### config.mk
export PLATFORM = sky130hd
export DESIGN_NAME = flash_unlock_command_controller
export DESIGN_NICKNAME = d
export VERILOG_FILES = /design/src/pkg/flash_ctl_pkg.sv /design/src/verilog/flash_erase_timer.sv /design/src/verilog/flash_unlock_command_controller.sv
export SDC_FILE = /design/constraint.sdc
export NUM_CORES = 1
export LEC_CHECK = 0
export ABC_AREA = 1
export BUFFER_PORTS_ARGS = -buffer_cell sky130_fd_sc_hd__clkbuf_2
export CORE_MARGIN = 8
export CORE_UTILIZATION = 55
export CTS_BUF_LIST = sky130_fd_sc_hd__clkbuf_16
export CTS_CLUSTER_SIZE = 14
export DETAILED_ROUTE_END_ITERATION = 10
export HOLD_SLACK_MARGIN = 0.06
export PLACE_DENSITY = 0.86
export SYNTH_ARGS = -nofsm -noshare
export SYNTH_HDL_FRONTEND = slang
export SYNTH_SLANG_ARGS = --single-unit
### constraint.sdc
create_clock -name i_clock -period 1.9 [get_ports i_clock]
set_input_delay 0.38 -clock i_clock [delete_from_list [all_inputs] [get_ports i_clock]]
set_output_delay 0.38 -clock i_clock [all_outputs]
set_load 0.02 [all_outputs]
### src/pkg/flash_ctl_pkg.sv
// constants and carrier types for the flash unlock/command controller
// assumes a register file bus with 12-bit address, 8-bit data and one-cycle strobes
// What this block does
// RULE_01 - unlock needs writes 73H then 8CH to the command port, in order
// RULE_02 - 95H as third write starts a page erase; elsewhere no erase
// RULE_03 - 63H as third write after unlock starts a mass erase
// RULE_04 - writing 5EH enables sector protect register write access
// RULE_05 - unknown value or misplaced valid value relocks the controller; writes during page or mass erase are ignored here instead
// RULE_06 - page erase touches only the page in the page selection register
// RULE_07 - mass erase honoured only for debugger accesses
// RULE_08 - mass erase stalls the core; clock and peripherals keep running
// RULE_09 - mass erase completion relocks; status shows it for polling
// RULE_10 - FF8H writes go to command port, reads return status
// RULE_11 - status readable anytime, state in bits 5..0, bits 7..6 zero
// RULE_12 - debugger accesses ignore the write-protect option bit
// RULE_13 - debugger accesses ignore sector protection for program and erase
// RULE_14 - debugger programming may leave the selected page
// RULE_15 - debugger may write sector protect bits to one or zero
// RULE_16 - debugger unlock needs no repeated page selection write
// RULE_17 - debugger may write page selection while unlocked
// RULE_18 - one page per unlock; another page needs a fresh unlock
// RULE_19 - trim bit index register at FF6H, 8 bits, reset 0, range 00H-1FH
// RULE_20 - page selection 80H maps the information page into program space
// RULE_21 - mass erase keeps the 32-byte lot identifier intact
// RULE_22 - bypass mode routes flash control signals to general purpose pins
// RULE_23 - only command port writes and erase completion move the lock machine; reads do not
package flash_ctl_pkg;
   localparam logic [11:0] trim_bit_target_index_addr = 12'h0FF6;
   localparam logic [11:0] flash_command_port_addr = 12'h0FF8;
   localparam logic [11:0] page_selection_register_addr = 12'h0FF9;
   localparam logic [11:0] sector_protect_addr = 12'h0FF9 + 12'h0001;
   localparam logic [7:0] cmd_unlock_first = 8'h73;
   localparam logic [7:0] cmd_unlock_second = 8'h8C;
   localparam logic [7:0] cmd_page_erase = 8'h95;
   localparam logic [7:0] cmd_mass_erase = 8'h63;
   localparam logic [7:0] cmd_sector_access = 8'h5E;
   localparam logic [7:0] info_page_select = 8'h80;
   localparam logic [7:0] trim_reset = 8'h00;
   localparam logic [7:0] trim_max = 8'h1F;
   localparam logic [7:0] page_reset = 8'h00;
   localparam logic [7:0] protect_reset = 8'h00;
   localparam int status_width = 6;
   localparam int page_bits = 7;
   localparam int lot_id_bytes = 32;

   typedef enum logic [5:0] {
      st_locked = 6'b00_0001,
      st_first = 6'b00_0010,
      st_unlocked = 6'b00_0100,
      st_page_erase = 6'b00_1000,
      st_mass_erase = 6'b01_0000,
      st_sector_open = 6'b10_0000
   } lock_state_type;

   typedef struct packed {
      logic wr;
      logic rd;
      logic debug;
      logic [11:0] addr;
      logic [7:0] wdata;
   } reg_req_type;

   typedef struct packed {
      logic erase_page;
      logic erase_mass;
      logic program_enable;
      logic [page_bits-1:0] page;
      logic info_page;
   } flash_ctl_type;
endpackage : flash_ctl_pkg

### src/verilog/flash_erase_timer.sv
// erase duration counter: pulses done after a programmable number of cycles
// assumes start is a one-cycle pulse from the same clock domain
`timescale 1ns/1ps
`default_nettype none
module flash_erase_timer #(
   parameter int count_width = 16
) (
   input wire logic i_clock,
   input wire logic i_nrst,
   input wire logic i_enable,
   input wire logic i_start,
   input wire logic [count_width-1:0] i_length,
   output logic o_busy,
   output logic o_done
);
   typedef struct packed {
      logic busy;
      logic done;
      logic [count_width-1:0] count;
   } timer_state_type;

   timer_state_type state;
   timer_state_type next_state;

   always_comb begin
      next_state = state;
      next_state.done = 1'b0;
      if (i_start && !state.busy) begin
         next_state.busy = 1'b1;
         next_state.count = i_length;
      end else if (state.busy) begin
         if (state.count <= count_width'(1)) begin
            next_state.busy = 1'b0;
            next_state.done = 1'b1;
         end else begin
            next_state.count = state.count - count_width'(1);
         end
      end
   end

   always_ff @(posedge i_clock or negedge i_nrst) begin
      if (!i_nrst) begin
         state <= '0;
      end else if (i_enable) begin
         state <= next_state;
      end
   end

   assign o_busy = state.busy;
   assign o_done = state.done;
endmodule : flash_erase_timer
`default_nettype wire

### src/verilog/flash_unlock_command_controller.sv
// flash lock state machine, command/status port, trim index, page select, bypass routing
// assumes one register access per cycle on the register file bus; i_req.debug marks debugger accesses
`timescale 1ns/1ps
`default_nettype none
module flash_unlock_command_controller
   import flash_ctl_pkg::*;
#(
   parameter int erase_width = 16,
   parameter logic [erase_width-1:0] page_erase_cycles = 16'h0100,
   parameter logic [erase_width-1:0] mass_erase_cycles = 16'h1000
) (
   input wire logic i_clock,
   input wire logic i_nrst,
   input wire logic i_enable,
   input wire reg_req_type i_req,
   output logic [7:0] o_rdata,
   input wire logic i_write_protect,
   input wire logic i_bypass,
   input wire logic [page_bits-1:0] i_program_page,
   output flash_ctl_type o_flash,
   output logic o_flash_ctl_allowed,
   output logic o_cpu_stall,
   output logic [7:0] o_trim_index,
   output logic [7:0] o_sector_protect,
   output logic [4:0] o_lot_id_guard_bytes,
   output flash_ctl_type o_gpio_flash,
   output logic o_gpio_flash_oe_n,
   input wire logic i_gpio_erase_page,
   input wire logic i_gpio_program
);
   // all controller state except the erase timer in one record
   typedef struct packed {
      lock_state_type lock;
      logic [7:0] trim;
      logic [7:0] page;
      logic page_written;
      logic page_used;
      logic sector_open;
      logic [7:0] protect;
      logic [7:0] rdata;
      logic erase_start;
      logic erase_is_mass;
      logic bypass_s1;
      logic bypass_s2;
      logic gpio_erase_s1;
      logic gpio_erase_s2;
      logic gpio_prog_s1;
      logic gpio_prog_s2;
   } ctl_state_type;

   ctl_state_type state;
   ctl_state_type next_state;
   logic erase_busy;
   logic erase_done;
   logic wr_cmd;
   logic protected_page;
   logic [erase_width-1:0] erase_length;

   assign wr_cmd = i_req.wr && (i_req.addr == flash_command_port_addr); // RULE_10 RULE_23
   assign erase_length = state.erase_is_mass ? mass_erase_cycles : page_erase_cycles;

   flash_erase_timer #(
      .count_width(erase_width)
   ) u_timer (
      .i_clock(i_clock),
      .i_nrst(i_nrst),
      .i_enable(i_enable),
      .i_start(state.erase_start),
      .i_length(erase_length),
      .o_busy(erase_busy),
      .o_done(erase_done)
   );

   ////////////////////////////////////////////////////////////////////////////
   // protection: sector bit for the selected page, waived for debugger
   always_comb begin
      protected_page = state.protect[state.page[page_bits-1:page_bits-3]];
      if (i_req.debug) begin
         protected_page = 1'b0; // RULE_13
      end
   end

   ////////////////////////////////////////////////////////////////////////////
   always_comb begin
      next_state = state;
      next_state.erase_start = 1'b0;
      next_state.bypass_s1 = i_bypass;
      next_state.bypass_s2 = state.bypass_s1;
      next_state.gpio_erase_s1 = i_gpio_erase_page;
      next_state.gpio_erase_s2 = state.gpio_erase_s1;
      next_state.gpio_prog_s1 = i_gpio_program;
      next_state.gpio_prog_s2 = state.gpio_prog_s1;

      // read path, no side effect on lock machine
      next_state.rdata = 8'h00;
      if (i_req.rd) begin
         case (i_req.addr)
            flash_command_port_addr: next_state.rdata = {2'b00, state.lock}; // RULE_10 RULE_11 RULE_23
            trim_bit_target_index_addr: next_state.rdata = state.trim; // RULE_19
            page_selection_register_addr: next_state.rdata = state.page;
            sector_protect_addr: next_state.rdata = state.protect;
            default: next_state.rdata = 8'h00;
         endcase
      end

      if (i_req.wr && i_req.addr == trim_bit_target_index_addr) begin
         next_state.trim = (i_req.wdata > trim_max) ? trim_max : i_req.wdata; // RULE_19
      end

      // page selection: locked writes always, unlocked only from debugger
      if (i_req.wr && i_req.addr == page_selection_register_addr) begin
         if (state.lock == st_locked || state.lock == st_first || i_req.debug) begin // RULE_17
            next_state.page = i_req.wdata; // RULE_20
            next_state.page_written = 1'b1;
         end
      end

      // sector protect: normal mode only sets bits, debugger writes freely
      if (i_req.wr && i_req.addr == sector_protect_addr && state.sector_open) begin
         if (i_req.debug) begin
            next_state.protect = i_req.wdata; // RULE_15
         end else begin
            next_state.protect = state.protect | i_req.wdata;
         end
         next_state.sector_open = 1'b0;
      end

      if (wr_cmd) begin
         next_state.sector_open = 1'b0;
         case (state.lock)
            st_locked: begin
               if (i_req.wdata == cmd_unlock_first) begin
                  next_state.lock = st_first; // RULE_01
               end else if (i_req.wdata == cmd_sector_access) begin
                  next_state.sector_open = 1'b1; // RULE_04
               end else begin
                  next_state.lock = st_locked; // RULE_05
               end
            end
            st_first: begin
               // normal unlock needs a page selection write; debugger skips it
               if (i_req.wdata == cmd_unlock_second && (state.page_written || i_req.debug)) begin // RULE_16
                  next_state.lock = st_unlocked; // RULE_01
                  next_state.page_used = 1'b0;
               end else begin
                  next_state.lock = st_locked; // RULE_05
               end
            end
            st_unlocked: begin
               if (i_req.wdata == cmd_page_erase && !state.page_used && !protected_page
                  && (!i_write_protect || i_req.debug)) begin // RULE_12
                  next_state.lock = st_page_erase; // RULE_02
                  next_state.erase_start = 1'b1;
                  next_state.erase_is_mass = 1'b0;
                  next_state.page_used = 1'b1; // RULE_18
               end else if (i_req.wdata == cmd_mass_erase && i_req.debug) begin // RULE_07
                  next_state.lock = st_mass_erase; // RULE_03
                  next_state.erase_start = 1'b1;
                  next_state.erase_is_mass = 1'b1;
               end else if (i_req.wdata == cmd_sector_access) begin
                  next_state.sector_open = 1'b1; // RULE_04
               end else begin
                  next_state.lock = st_locked; // RULE_05
               end
            end
            st_page_erase, st_mass_erase: next_state.lock = state.lock;
            default: next_state.lock = st_locked;
         endcase
      end

      if (erase_done) begin
         if (state.lock == st_mass_erase) begin
            next_state.lock = st_locked; // RULE_09
         end else begin
            next_state.lock = st_unlocked;
         end
      end
      // clear only on entry to locked, so a page write made while locked survives
      if (next_state.lock == st_locked && state.lock != st_locked) begin
         next_state.page_written = 1'b0;
      end
   end

   always_ff @(posedge i_clock or negedge i_nrst) begin
      if (!i_nrst) begin
         state <= '{lock: st_locked, trim: trim_reset, page: page_reset, protect: protect_reset, default: '0};
      end else if (i_enable) begin
         state <= next_state;
      end
   end

   ////////////////////////////////////////////////////////////////////////////
   // flash control outputs, with bypass routing
   flash_ctl_type internal_ctl;
   logic page_ok;

   always_comb begin
      page_ok = (i_program_page == state.page[page_bits-1:0]) || i_req.debug; // RULE_14
      internal_ctl.erase_page = (state.lock == st_page_erase) && erase_busy; // RULE_06
      internal_ctl.erase_mass = (state.lock == st_mass_erase) && erase_busy;
      internal_ctl.program_enable = (state.lock == st_unlocked) && page_ok && !protected_page
         && (!i_write_protect || i_req.debug); // RULE_12 RULE_18
      internal_ctl.page = state.page[page_bits-1:0]; // RULE_06
      internal_ctl.info_page = (state.page == info_page_select); // RULE_20
   end

   always_comb begin
      o_flash = internal_ctl;
      o_gpio_flash = '0;
      o_gpio_flash_oe_n = 1'b1;
      if (state.bypass_s2) begin
         o_flash = '0;
         o_flash.erase_page = state.gpio_erase_s2; // RULE_22
         o_flash.program_enable = state.gpio_prog_s2;
         o_flash.page = state.page[page_bits-1:0];
         o_gpio_flash = internal_ctl; // RULE_22
         o_gpio_flash_oe_n = 1'b0;
      end
   end

   assign o_flash_ctl_allowed = (state.lock == st_unlocked);
   assign o_cpu_stall = (state.lock == st_mass_erase); // RULE_08
   assign o_lot_id_guard_bytes = 5'(lot_id_bytes - 1); // RULE_21
   assign o_rdata = state.rdata;
   assign o_trim_index = state.trim;
   assign o_sector_protect = state.protect;
endmodule : flash_unlock_command_controller
`default_nettype wire

Word-level counts from Yosys, hierarchy flattened. Index checks and enable logic that the tools add are counted.

Word-level logic and storage cells: 129. Register bits: 67. Input port bits: 37.

$add $sub $neg: 1. Eq/ne operators: 21. Multiplexer cells: 43. Reductions and logical operators: 41. Order comparisons: 3. Bitwise operators: 1.

Operators by type and width (number): equality test 12 bit (second input constant) (4); two-way mux 6 bit (6); two-way mux 16 bit (2); case mux 8 bit (4 select lines) (1); equality test 8 x 7 -> 1 bit (second input constant) (3); equality test 8 bit (second input constant) (3); two-way mux 8 bit (3); case mux 6 bit (4 select lines) (1); two-way mux 11 bit (2); two-way mux 18 bit (1); logical AND 1 bit (17); less-or-equal comparator 16 x 1 -> 1 bit (second input constant) (1); subtractor 16 x 1 -> 16 bit (second input constant) (1); two-way mux 1 bit (15); two-way mux 13 bit (1); equality test 6 x 1 -> 1 bit (second input constant) (2); nonzero test 2 bit (6); two-way mux 2 bit (5); two-way mux 9 bit (1); AND reduction 3 bit (3); greater-than comparator 8 x 5 -> 1 bit (second input constant) (1); bitwise OR 8 bit (1); equality test 7 bit (1); equality test 6 x 2 -> 1 bit (second input constant) (1); other kinds (15) (28).

Depth between registers and ports, before layout. Gate-level depths: netlist of run 1.

Depth in word-level cells: 14. Mapped depth: 15. Gate-level depth less buffers: 15.

By module. A second synthesis of run 1 with hierarchy kept.

Cells, all modules: 635. Area, all modules: 4578.1 um2.

By module, submodules not included: flash_unlock_command_controller (cells each 431, area each 3191.8 um2, sequential area each 1227.4 um2, times used 1); flash_erase_timer (cells each 204, area each 1386.3 um2, sequential area each 450.4 um2, times used 1).

Worst setup path before layout of run 1. Ideal clock, no wire load.

Kind: register to output. Start: register state (netlist bit internal_ctl[5]). End: output o_flash[8] (netlist name). Arrival time: 1.553 ns. Slack: -0.033 ns. Cell stages (with the launch flop): 8. Data required time: 1.520 ns. Path through: dfrtp_1 -> buf_4 -> inv_2 -> or2_2 -> nand4_1 -> nor4_1 -> o2111ai_1 -> o21ai_0.

RTL lines: start: declaration (line flash_unlock_command_controller.sv:51) `ctl_state_type state;`; start signal: assignment (line flash_unlock_command_controller.sv:188) `state <= next_state;`; end: declaration (line flash_unlock_command_controller.sv:20) `output flash_ctl_type o_flash,`.

==> qor.yml, run 1 <==
run_status:
  status: "complete, but fails checks"
  violations: "setup timing"
grt:
  met3_usage_pct: 5.22
  use_met2_pct: 38.1
  grt_overflow_total: 0
  grtUsageTotal_pct: 22.8
  top_usage_layer: "met2"
  antenna_found_initial: 0
  grt_max_degree: 68
  grt_pass1_vias: 4292
  grt_pass1_wl_mm: 20.6
  gr-usage-met1_pct: 27.4
logic_synthesis:
  ys_seq_elements: 67
  synth_edf_count: 0
  synth.area.top_cells: "dfrtp_1, nand2_1, buf_4, inv_1, nor2_1"
  synth_top_area_share_pct: 38.3
  synthAdderAreaFrac_pct: 0.580
  synth_top_family_by_area: "simple AND/OR/NAND/NOR gates"
  ys_seq_area_share_pct: 38.9
  synth_warnings: 0
  synthDistinctLibCells: 50
  synthArstFlopShare_pct: 100
  syn_inst: 558
  synth_area_sq_um: 4310
  synth_xor_area_share_pct: 2.03
  synth-compound-area-share_pct: 12.6
  synthSimpleGateAreaFrac_pct: 31.7
  synth.avg_cell_area_sq_um: 7.73
  yosys_most_used_dff: "dfrtp_1"
  synth.mux.area_fraction_pct: 0
  yosys.area.top_type: "dfrtp_1"
  yosysMostFrequentCell: "nand2_1"
  synth_common_cells: "nand2_1, dfrtp_1, inv_1"
floorplanning:
  num_rows: 32
  dieArea_sq_um: 10900
  fp.dieW_um: 105
  coreArea_sq_um: 7650
  dieHeight_um: 105
  initial_core_util_pct: 56.4
  ios: 91
timing:
  rsz0062_at_grt: "true"
  finalSetupViolations: 7
  timing.final.ws_setup_ns: -0.358
  drv_slew: 0
  period_needed_ns: 2.26
  skew_ns: 0.00933
  hold_violations: 0
  min_period_over_period_pct: 119
  tns_ns: -1.14
  fmax_mhz: 443
placed_design:
  portBuffers: 85
  hpwl_mm: 9.31
  gp_congestion: 0.990
  placed_cells: 735
layout:
  multi_input_area_sq_um: 2130
  num-fill-cells: 569
  drive_gt1_share_pct: 34.6
  diodes: 0
  nNetsFinal: 695
  regArea_sq_um: 1680
  area_delta_synth_final_pct: 23.5
  finalNonFillerCells: 763
min_path:
  hp-class: "in -> async"
critical_path:
  critPathSlowestCell: "dfrtp_1"
  cp_data_required_time_ns: 1.52
  r2r_cells: 6
  critical_path_arrival_ns: 1.88
  reg2reg_from: "state[43]$_DFFE_PN1P_"
  startpoint_type: "flop"
  worstPathMaxFanout: 3
  rr_endpoint: "internal_ctl[3]$_DFFE_PN0P_"
  endpoint_kind: "primary output"
  cpPeakStageDelay_ns: 0.40
  r2r_slack_ns: 0.08
  crit_type: "reg -> out"
  path_cells: "inv_2 > or2_2 > nand4_1 > nor4_4 > o2111ai_2 > o21ai_1 > buf_4"
clock_network:
  cts_tree: "done"
  cts_buffers: 9
  cts-root-buf: "clkbuf_16"
  cts_sinks: 67
  clk_path_buf_depth: 2
  insertion_delay_ns: 0.33
  htree_levels: 3
  path_clk_slew_ns: 0.06
detailed_routing:
  avgViaCountPerCell: 5.73
  ant_nets: 0
  routed_wl_mm: 12.9
  dr.pass1.iters: 8
  drtIter0Drc: 441
  via_count: 4371
  wl_per_cell_um: 16.9
  drc: 0
flow_run:
  cap_viol_max_count: 0
power:
  ir_worst_vdd_uv: 536
  power_leakage_uw: 0.00273
  powerDensity_nw_per_um2: 844
  total_power_uw: 4500
[repair_timing]
action                                  in CTS  in global routing
hold buffers                                 0                  0
endpoints found under the setup margin       8                 14
pin swaps                                    9                 15
buffers inserted                             5                  7
gates resized for setup                     20                 27
[metrics by stage]
| stage | utilization (%) | setup slack (ns) | hold WS, ns | instance area (sq um) |
|---|---|---|---|---|
| 2_1_floorplan | - | 0.115 | 0.0844 | 4330 |
| 3_5_place_dp | 62.9 | -0.225 | 0.434 | 4810 |
| 3_3_place_gp | 62.9 | -0.0831 | 0.428 | 4810 |
| 6_report | 69.7 | -0.358 | 0.0703 | 5330 |
| 4_1_cts | 68.3 | -0.334 | 0.0878 | 5220 |
| 5_1_grt | 69.7 | -0.406 | 0.113 | 5330 |
[worst max-delay path, delay by kind of cell, from the launching register on]
| kind | cells | cell delay, ns |
|---|---|---|
| AOI/OAI and AO/OA | 2 | 0.35 |
| buffers and inverters | 2 | 0.22 |
| DFF | 1 | 0.40 |
| and+or+nand+nor | 3 | 0.58 |
[sequential cells by signal (all words and copies together) (netlist names)]
name / flops
u_timer.state: 16
next_state: 3
o_trim_index: 8
o_sector_protect: 8
u_timer.o_done: 1
o_rdata: 8
state: 15
internal_ctl: 7
u_timer.o_busy: 1
[routing by layer]
layer / share of wire (%) / wire length, um / vias to the layer above
met3: 11 / 1370 / 72
met5: 0 / 0 / -
li1: - / - / 2005
met2: 47 / 6070 / 277
met1: 38 / 4860 / 2017
met4: 4.5 / 574 / 0
[cells by family after synthesis]
group,count (synthesis)
simple gates,266
buf+inv,124
compound gates,88
flops,67
xor+xnor,10
fa+ha+maj,2
other cells,1
[where the power goes]
part	leakage, uW	total, uW	internal [uW]	switching, uW
Sequential	0.000844	1820	1610	206
Clock	0.000145	1610	1000	608
Combinational	0.00174	1070	393	675
[layout make-up]
cell class	instances	area share, %
multi-input combinational	371	40.0
sequential	67	31.6
timing repair buffer	127	14.9
inverter	80	5.71
clock buffer	9	4.23
tap	102	2.39
clock inverter	7	1.17
[worst max path at each step]
| stage | endpoint | startpoint | cells past startpoint |
|---|---|---|---|
| finish | o_flash[8] | internal_ctl[5]$_DFFE_PN0P_ | 7 |
| global route | o_flash[8] | internal_ctl[5]$_DFFE_PN0P_ | 7 |
| CTS | o_flash[8] | internal_ctl[1]$_DFFE_PN0P_ | 6 |
| detailed placement | o_flash[8] | i_program_page[3] | 7 |
| global placement | o_flash[8] | i_program_page[3] | 7 |
| floorplan | o_flash[8] | internal_ctl[5]$_DFFE_PN0P_ | 7 |
[cells in the final DEF (no fill, tap or decap), drive strengths merged]
cell      Yosys  routed
a21boi        1       1
a21oi        14      14
a221oi        4       4
a22o          1       1
a31oi         1       1
and3          1       1
buf          39      50
bufinv        0       1
clkbuf        5      86
clkinv        1       4
clkinvlp      0       1
conb          1       5
dfrtp        66      66
dfstp         1       1
ha            2       2
inv          79      81
nand2       126     126
nand3        36      36
nand3b        2       2
nand4        21      21
nor2         59      59
nor3         12      12
nor4          6       6
o2111ai       1       1
o211ai        3       3
o21a          1       1
o21ai        43      43
o221ai        1       1
o22ai        14      14
o311ai        1       1
o31ai         2       2
o32ai         1       1
or2           3       3
xnor2         5       5
xor2          5       5
Power figures use the tool's default switching activity.
==> inputs of run 2 (changes only) <==
--- a/config.mk
+++ b/config.mk
@@ -13,7 +13,7 @@
 export CTS_CLUSTER_SIZE = 14
 export DETAILED_ROUTE_END_ITERATION = 10
 export HOLD_SLACK_MARGIN = 0.06
-export PLACE_DENSITY = 0.86
+export PLACE_DENSITY = 0.81
 export SYNTH_ARGS = -nofsm -noshare
 export SYNTH_HDL_FRONTEND = slang
 export SYNTH_SLANG_ARGS = --single-unit
==> run 2 against run 1 <==
  * First-iteration DRC count decreased by 11%
  * Combinational power barely moved
  * Via count is 3.4% lower
  * The run still ends with setup timing left
  * Critical path depth unchanged
  * Maximum frequency down 1.8%
  * Critical endpoint unchanged
  * Register-to-register slack worse by 0.04 ns
  * Clock-buffer cell count unchanged
  * Largest power group unchanged
  * Sequential power hardly changed
==> qor.yml, run 2 (synthesis gave the netlist of run 1 again) <==
layout:
  diodes: 0
  final_cell_mix: "nand2_1, clkbuf_2, dfrtp_1, inv_1, buf_4"
  fin_util_pct: 69.7
  multi_input_area_sq_um: 2130
  drive_gt1_share_pct: 34.5
  regMostFlops: "u_timer.state"
  finalNonFillerCells: 760
  area_delta_synth_final_pct: 23.5
  reg_top3: "u_timer.state x16, state x15"
  num-fill-cells: 621
  nNetsFinal: 692
  regArea_sq_um: 1680
  largest_register_ffs: 16
  layout_commonest_cell: "nand2_1"
critical_path:
  cpPeakStageDelay_ns: 0.40
  crit_type: "reg -> out"
  critical_path_arrival_ns: 1.92
  critPathSlowestCell: "dfrtp_1"
  crit_buf_inv: 2
  path_cells: "inv_2 > or2_4 > nand4_1 > nor4_4 > o2111ai_2 > o21ai_1 > buf_4"
  cp_top_family: "simple AND/OR/NAND/NOR gates"
  worstPathMaxFanout: 3
  startpoint_type: "flop"
  endpoint_kind: "primary output"
  cp_data_required_time_ns: 1.52
detailed_routing:
  drtIter0Drc: 392
  wl_per_cell_um: 16.8
  drc: 0
  avgViaCountPerCell: 5.55
  via_count: 4221
  wl_met2_mm: 5.95
  ant_nets: 0
  dr.pass1.iters: 7
  routed_wl_mm: 12.8
  route.top_layer_used: "met4"
  met3_length_mm: 1.22
  wl_met1_mm: 5.16
min_path:
  hp-class: "in -> async"
power:
  power_leakage_uw: 0.00272
  powerDensity_nw_per_um2: 873
  ir_worst_vdd_uv: 700
timing:
  fmax_mhz: 435
  finalSetupViolations: 6
  hold_slack_ns: 0.0691
  tns_ns: -1.21
  skew_ns: 0.00663
  drv_slew: 0
  timing.final.ws_setup_ns: -0.400
  rsz0062_at_grt: "true"
  min_period_over_period_pct: 121
  hold_violations: 0
  period_needed_ns: 2.30
floorplanning:
  num_rows: 32
  initial_core_util_pct: 56.4
  fp.dieW_um: 105
  dieHeight_um: 105
  coreArea_sq_um: 7650
  ios: 91
  dieArea_sq_um: 10900
grt:
  grt_pass1_wl_mm: 20.9
  grtUsageTotal_pct: 23.5
  grt_pass1_vias: 4265
  grt_overflow_total: 0
  antenna_found_initial: 0
  grt_max_degree: 68
clock_network:
  insertion_delay_ns: 0.34
  hold_buffers: 0
  cts_tree: "done"
  cts_sinks: 67
  cts-root-buf: "clkbuf_16"
  clk_path_buf_depth: 2
  path_clk_slew_ns: 0.06
  htree_levels: 3
  cts_buffers: 9
placed_design:
  hpwl_mm: 9.29
  gp_congestion: 0.938
  placed_cells: 735
  portBuffers: 85
run_status:
  violations: "setup timing"
  status: "complete, but fails checks"
flow_run:
  cap_viol_max_count: 0
[run 2: layer usage]
| metal | vias to the layer above | track usage (%) |
|---|---|---|
| li1 | 1996 | - |
| met1 | 1934 | 28.0 |
| met2 | 243 | 37.5 |
| met3 | 48 | 7.74 |
| met4 | 0 | 11.0 |
| met5 | - | 0 |
[run 2: power breakdown]
group / total, uW / internal, uW / leakage, uW / switching [uW]
Sequential: 1830 / 1610 / 0.000844 / 214
Combinational: 1050 / 382 / 0.00172 / 663
Clock: 1780 / 1140 / 0.000156 / 634
Total: 4650 / 3140 / 0.00272 / 1510
[run 2: cell type report]
type	count	area share, %
repair buffers	124	14.4
multi-input cells	371	39.9
well taps	102	2.39
inverters	80	5.75
clock inverters	7	1.71
clock buffers	9	4.23
flip-flops and latches	67	31.6
[run 2: path summary, 6_finish.rpt]
check | depth (start not counted) | endpoint | startpoint | slack [ns]
setup / recovery | 7 | o_flash[8] | internal_ctl[6]$_DFFE_PN0P_ | -0.40
hold / removal | 2 | o_trim_index[5]$_DFFE_PN0P_ | i_nrst | 0.07
setup reg to reg | 11 | state[26]$_DFFE_PN0P_ | state[45]$_DFFE_PN0P_ | 0.04
hold reg to reg | 2 | next_state[4]$_DFFE_PN0P_ | next_state[4]$_DFFE_PN0P_ | 0.48
max in group asynchronous | 2 | state[43]$_DFFE_PN1P_ | i_nrst | 1.53
min in group i_clock | 3 | next_state[4]$_DFFE_PN0P_ | i_bypass | 0.25
[run 2: through the flow]
| step | instance area [sq um] | power [uW] | setup WS (ns) |
|---|---|---|---|
| after global placement | 4810 | 2770 | -0.0975 |
| after CTS | 5230 | 4610 | -0.300 |
| after global routing | 5330 | 4900 | -0.519 |
| after floorplan | 4330 | 2520 | 0.115 |
| after detailed placement | 4810 | 2790 | -0.166 |
| final | 5330 | 4650 | -0.400 |
[run 2: repair_timing]
item	4_1_cts	5_1_grt
pin swaps	4	17
gates resized for setup	20	31
setup buffers	4	7
endpoints found under the setup margin	9	13
==> inputs of run 3 (changes only) <==
--- a/config.mk
+++ b/config.mk
@@ -8,12 +8,13 @@
 export ABC_AREA = 1
 export BUFFER_PORTS_ARGS = -buffer_cell sky130_fd_sc_hd__clkbuf_2
 export CORE_MARGIN = 8
-export CORE_UTILIZATION = 55
+export CORE_UTILIZATION = 56
 export CTS_BUF_LIST = sky130_fd_sc_hd__clkbuf_16
 export CTS_CLUSTER_SIZE = 14
 export DETAILED_ROUTE_END_ITERATION = 10
 export HOLD_SLACK_MARGIN = 0.06
-export PLACE_DENSITY = 0.81
+export PLACE_DENSITY = 0.82
 export SYNTH_ARGS = -nofsm -noshare
 export SYNTH_HDL_FRONTEND = slang
+export SYNTH_HIERARCHICAL = 1
 export SYNTH_SLANG_ARGS = --single-unit
==> run 3 against run 2 <==
  * The run still ends with setup timing left
  * First-iteration DRC count is 15% lower
  * Combinational power up 75%
  * Final area up 9.6%
  * Clock skew up 0.00057 ns
  * Synthesized cell count grew 14%
  * Critical path depth unchanged
  * Routed wire length grew 8.0%
  * Sequential cell count did not move
  * Critical path type unchanged
  * Largest cell class unchanged
==> qor.yml, run 3 <==
grt:
  grtUsageTotal_pct: 24.7
  grt_pass1_vias: 4761
  antenna_found_initial: 0
  grt_pass1_wl_mm: 22.7
  grt_overflow_total: 0
  grt_max_degree: 33
critical_path:
  critPathSlowestCell: "dfrtp_1"
  path_cells: "inv_2 > a22o_1 > o41ai_2 > buf_4 > nand3_4 > o21ai_2 > clkbuf_8"
  crit_start: "internal_ctl[6]$_DFFE_PN0P_"
  r2r_slack_ns: 0.07
  endpoint_kind: "primary output"
  crit_buf_inv: 3
  crit_type: "reg -> out"
  cp_data_required_time_ns: 1.52
  cpPeakStageDelay_ns: 0.35
  critical_path_arrival_ns: 1.81
  rr_endpoint: "state[26]$_DFFE_PN0P_"
  reg2reg_from: "state[43]$_DFFE_PN1P_"
  crit_end: "o_flash[8]"
  startpoint_type: "flop"
  r2r_cells: 13
  cp_top_family: "compound AO/OA/AOI/OAI gates"
  worstPathMaxFanout: 3
  path_depth: 7
detailed_routing:
  via_count: 4658
  avgViaCountPerCell: 5.34
  dr.pass1.iters: 5
  wl_per_cell_um: 15.8
  drc: 0
  routed_wl_mm: 13.8
  drtIter0Drc: 332
  ant_nets: 0
floorplanning:
  dieArea_sq_um: 11300
  initial_core_util_pct: 56.9
  dieHeight_um: 106
  fp.dieW_um: 106
  num_rows: 33
  ios: 91
  coreArea_sq_um: 8050
power:
  powerDensity_nw_per_um2: 950
  power_leakage_uw: 0.00314
  switching_power_uw: 2000
  clkPwrFrac_pct: 34.8
  ir_worst_vdd_uv: 471
  p_comb_share_pct: 33.1
  power_switching_share_pct: 36.1
  seqPwrFrac_pct: 32.1
  p_int_uw: 3550
logic_synthesis:
  synth_top_area_share_pct: 36.1
  synth_edf_count: 0
  synth_common_cells: "nand2_1, inv_1, dfrtp_1"
  ys_seq_elements: 67
  synth.avg_cell_area_sq_um: 7.21
  ys_seq_area_share_pct: 36.6
  synth_warnings: 6
  synth-compound-area-share_pct: 12.2
  synthAdderAreaFrac_pct: 0.547
  synth_area_sq_um: 4580
  yosysMostFrequentCell: "nand2_1"
  synth.area.top_cells: "dfrtp_1, nand2_1, inv_1, buf_4, nand3_1"
  syn_inst: 635
  synthSimpleGateAreaFrac_pct: 34.6
  synth_xor_area_share_pct: 0.957
  yosys.area.top_type: "dfrtp_1"
  synthArstFlopShare_pct: 100
  synth_top_family_by_area: "simple AND/OR/NAND/NOR gates"
  yosys_most_used_dff: "dfrtp_1"
  synthDistinctLibCells: 47
  synth.mux.area_fraction_pct: 0
layout:
  regMostFlops: "u_timer/state"
  layout_commonest_cell: "nand2_1"
  reg_top3: "u_timer/state x16, state x15"
  area_delta_synth_final_pct: 27.5
  diodes: 0
  final_cell_mix: "nand2_1, inv_1, clkbuf_2, buf_4, dfrtp_1"
  num-fill-cells: 627
  drive_gt1_share_pct: 29.2
  largest_register_ffs: 16
  nNetsFinal: 802
timing:
  min_period_over_period_pct: 115
  fmax_mhz: 457
  drv_slew: 0
  slew_headroom_pct: 60.9
  worst_pin_slew_ns: 0.583
  skew_ns: 0.00720
  rsz0062_at_grt: "true"
  hold_slack_ns: 0.262
  period_needed_ns: 2.19
  finalSetupViolations: 5
  timing.final.ws_setup_ns: -0.290
  hold_violations: 0
  tns_ns: -0.682
placed_design:
  hpwl_mm: 10.6
  gp_congestion: 0.944
  portBuffers: 85
clock_network:
  cts-root-buf: "clkbuf_16"
  path_clk_slew_ns: 0.06
  cts_tree: "done"
  insertion_delay_ns: 0.33
  htree_levels: 3
  clk_path_buf_depth: 2
  cts_buffers: 9
  cts_sinks: 67
run_status:
  violations: "setup timing"
  status: "complete, but fails checks"
min_path:
  hp-class: "in -> reg"
flow_run:
  cap_viol_max_count: 0
run 3: changes by cell type in the layout (fill, tap and decap cells not counted), moves of 16 or more:
cell	before	now
nand2_1	119	170
o21ai_1	21	2
nand3_1	28	52
o21ai_0	22	38
inv_1	56	79
buf_4	43	66
run 3: per-stage QoR:
step           instances  setup WS (ns)  power (uW)  instance area, sq um  utilization, %
2_1_floorplan        652        0.00224        3060                  4650               -
3_3_place_gp         847         -0.176        3440                  5290            65.7
3_5_place_dp         847         -0.158        3520                  5290            65.7
4_1_cts              866         -0.297        5470                  5750            71.4
5_1_grt              873         -0.349        5910                  5840            72.5
6_report             873         -0.290        5550                  5840            72.5
run 3: routing by layer:
metal | track usage [%] | wire length, um | vias up
met4 | 12.6 | 499 | 0
li1 | - | - | 2270
met2 | 44.3 | 7240 | 190
met5 | 0 | 0 | -
met1 | 27.6 | 5390 | 2152
met3 | 4.30 | 685 | 46
run 3: power by group through the flow:
stage	combinational [uW]	sequential (uW)	clock [uW]
global placement	1660	1780	0
detailed placement	1740	1780	0
floorplan	1310	1740	0
global route	2090	1810	2010
finish	1840	1780	1930
CTS	1760	1770	1940
run 3: cell families (layout without fill, tap and decap cells):
kind of cell    count (synthesis)  in the layout
fa+ha+maj                       2              2
xor+xnor                        5              5
flops                          67             67
simple gates                  329            329
other cells                     2             19
compound gates                 91             91
buf+inv                       139            255
run 3: how the worst min path moves through the flow:
| stage | cells past startpoint | to | startpoint |
|---|---|---|---|
| 4_1_cts | 3 | next_state[2]$_DFFE_PN0P_ | i_gpio_erase_page |
| 3_3_place_gp | 1 | u_timer/state[2]$_DFFE_PN0P_ | i_nrst |
| 6_report | 3 | next_state[0]$_DFFE_PN0P_ | i_gpio_program |
| 5_1_grt | 3 | next_state[0]$_DFFE_PN0P_ | i_gpio_program |
| 2_1_floorplan | 0 | internal_ctl[1]$_DFFE_PN0P_ | i_nrst |
| 3_5_place_dp | 1 | u_timer/state[5]$_DFFE_PN0P_ | i_nrst |
run 3: worst min-delay path, cell delays in order:
cell	delay, ns
clkbuf_2	0.08
nand2_1	0.04
nand2_1	0.05
run 3: cell type report:
cell class / instances / area (sq um) / area share, %
clock buffer: 9 / 225 / 3.86
clock inverter: 7 / 115 / 1.97
inverter: 90 / 339 / 5.81
multi-input combinational: 446 / 2370 / 40.7
sequential: 67 / 1680 / 28.8
tap: 105 / 131 / 2.25
timing repair buffer: 149 / 972 / 16.7
run 3: what timing repair did:
item | in CTS | in global routing
resized for setup | 26 | 19
hold endpoints to repair | 13 | 0
pin swaps | 7 | 8
endpoints found under the setup margin | 8 | 15
buffers inserted | 2 | 8
hold buffers | 1 | 0
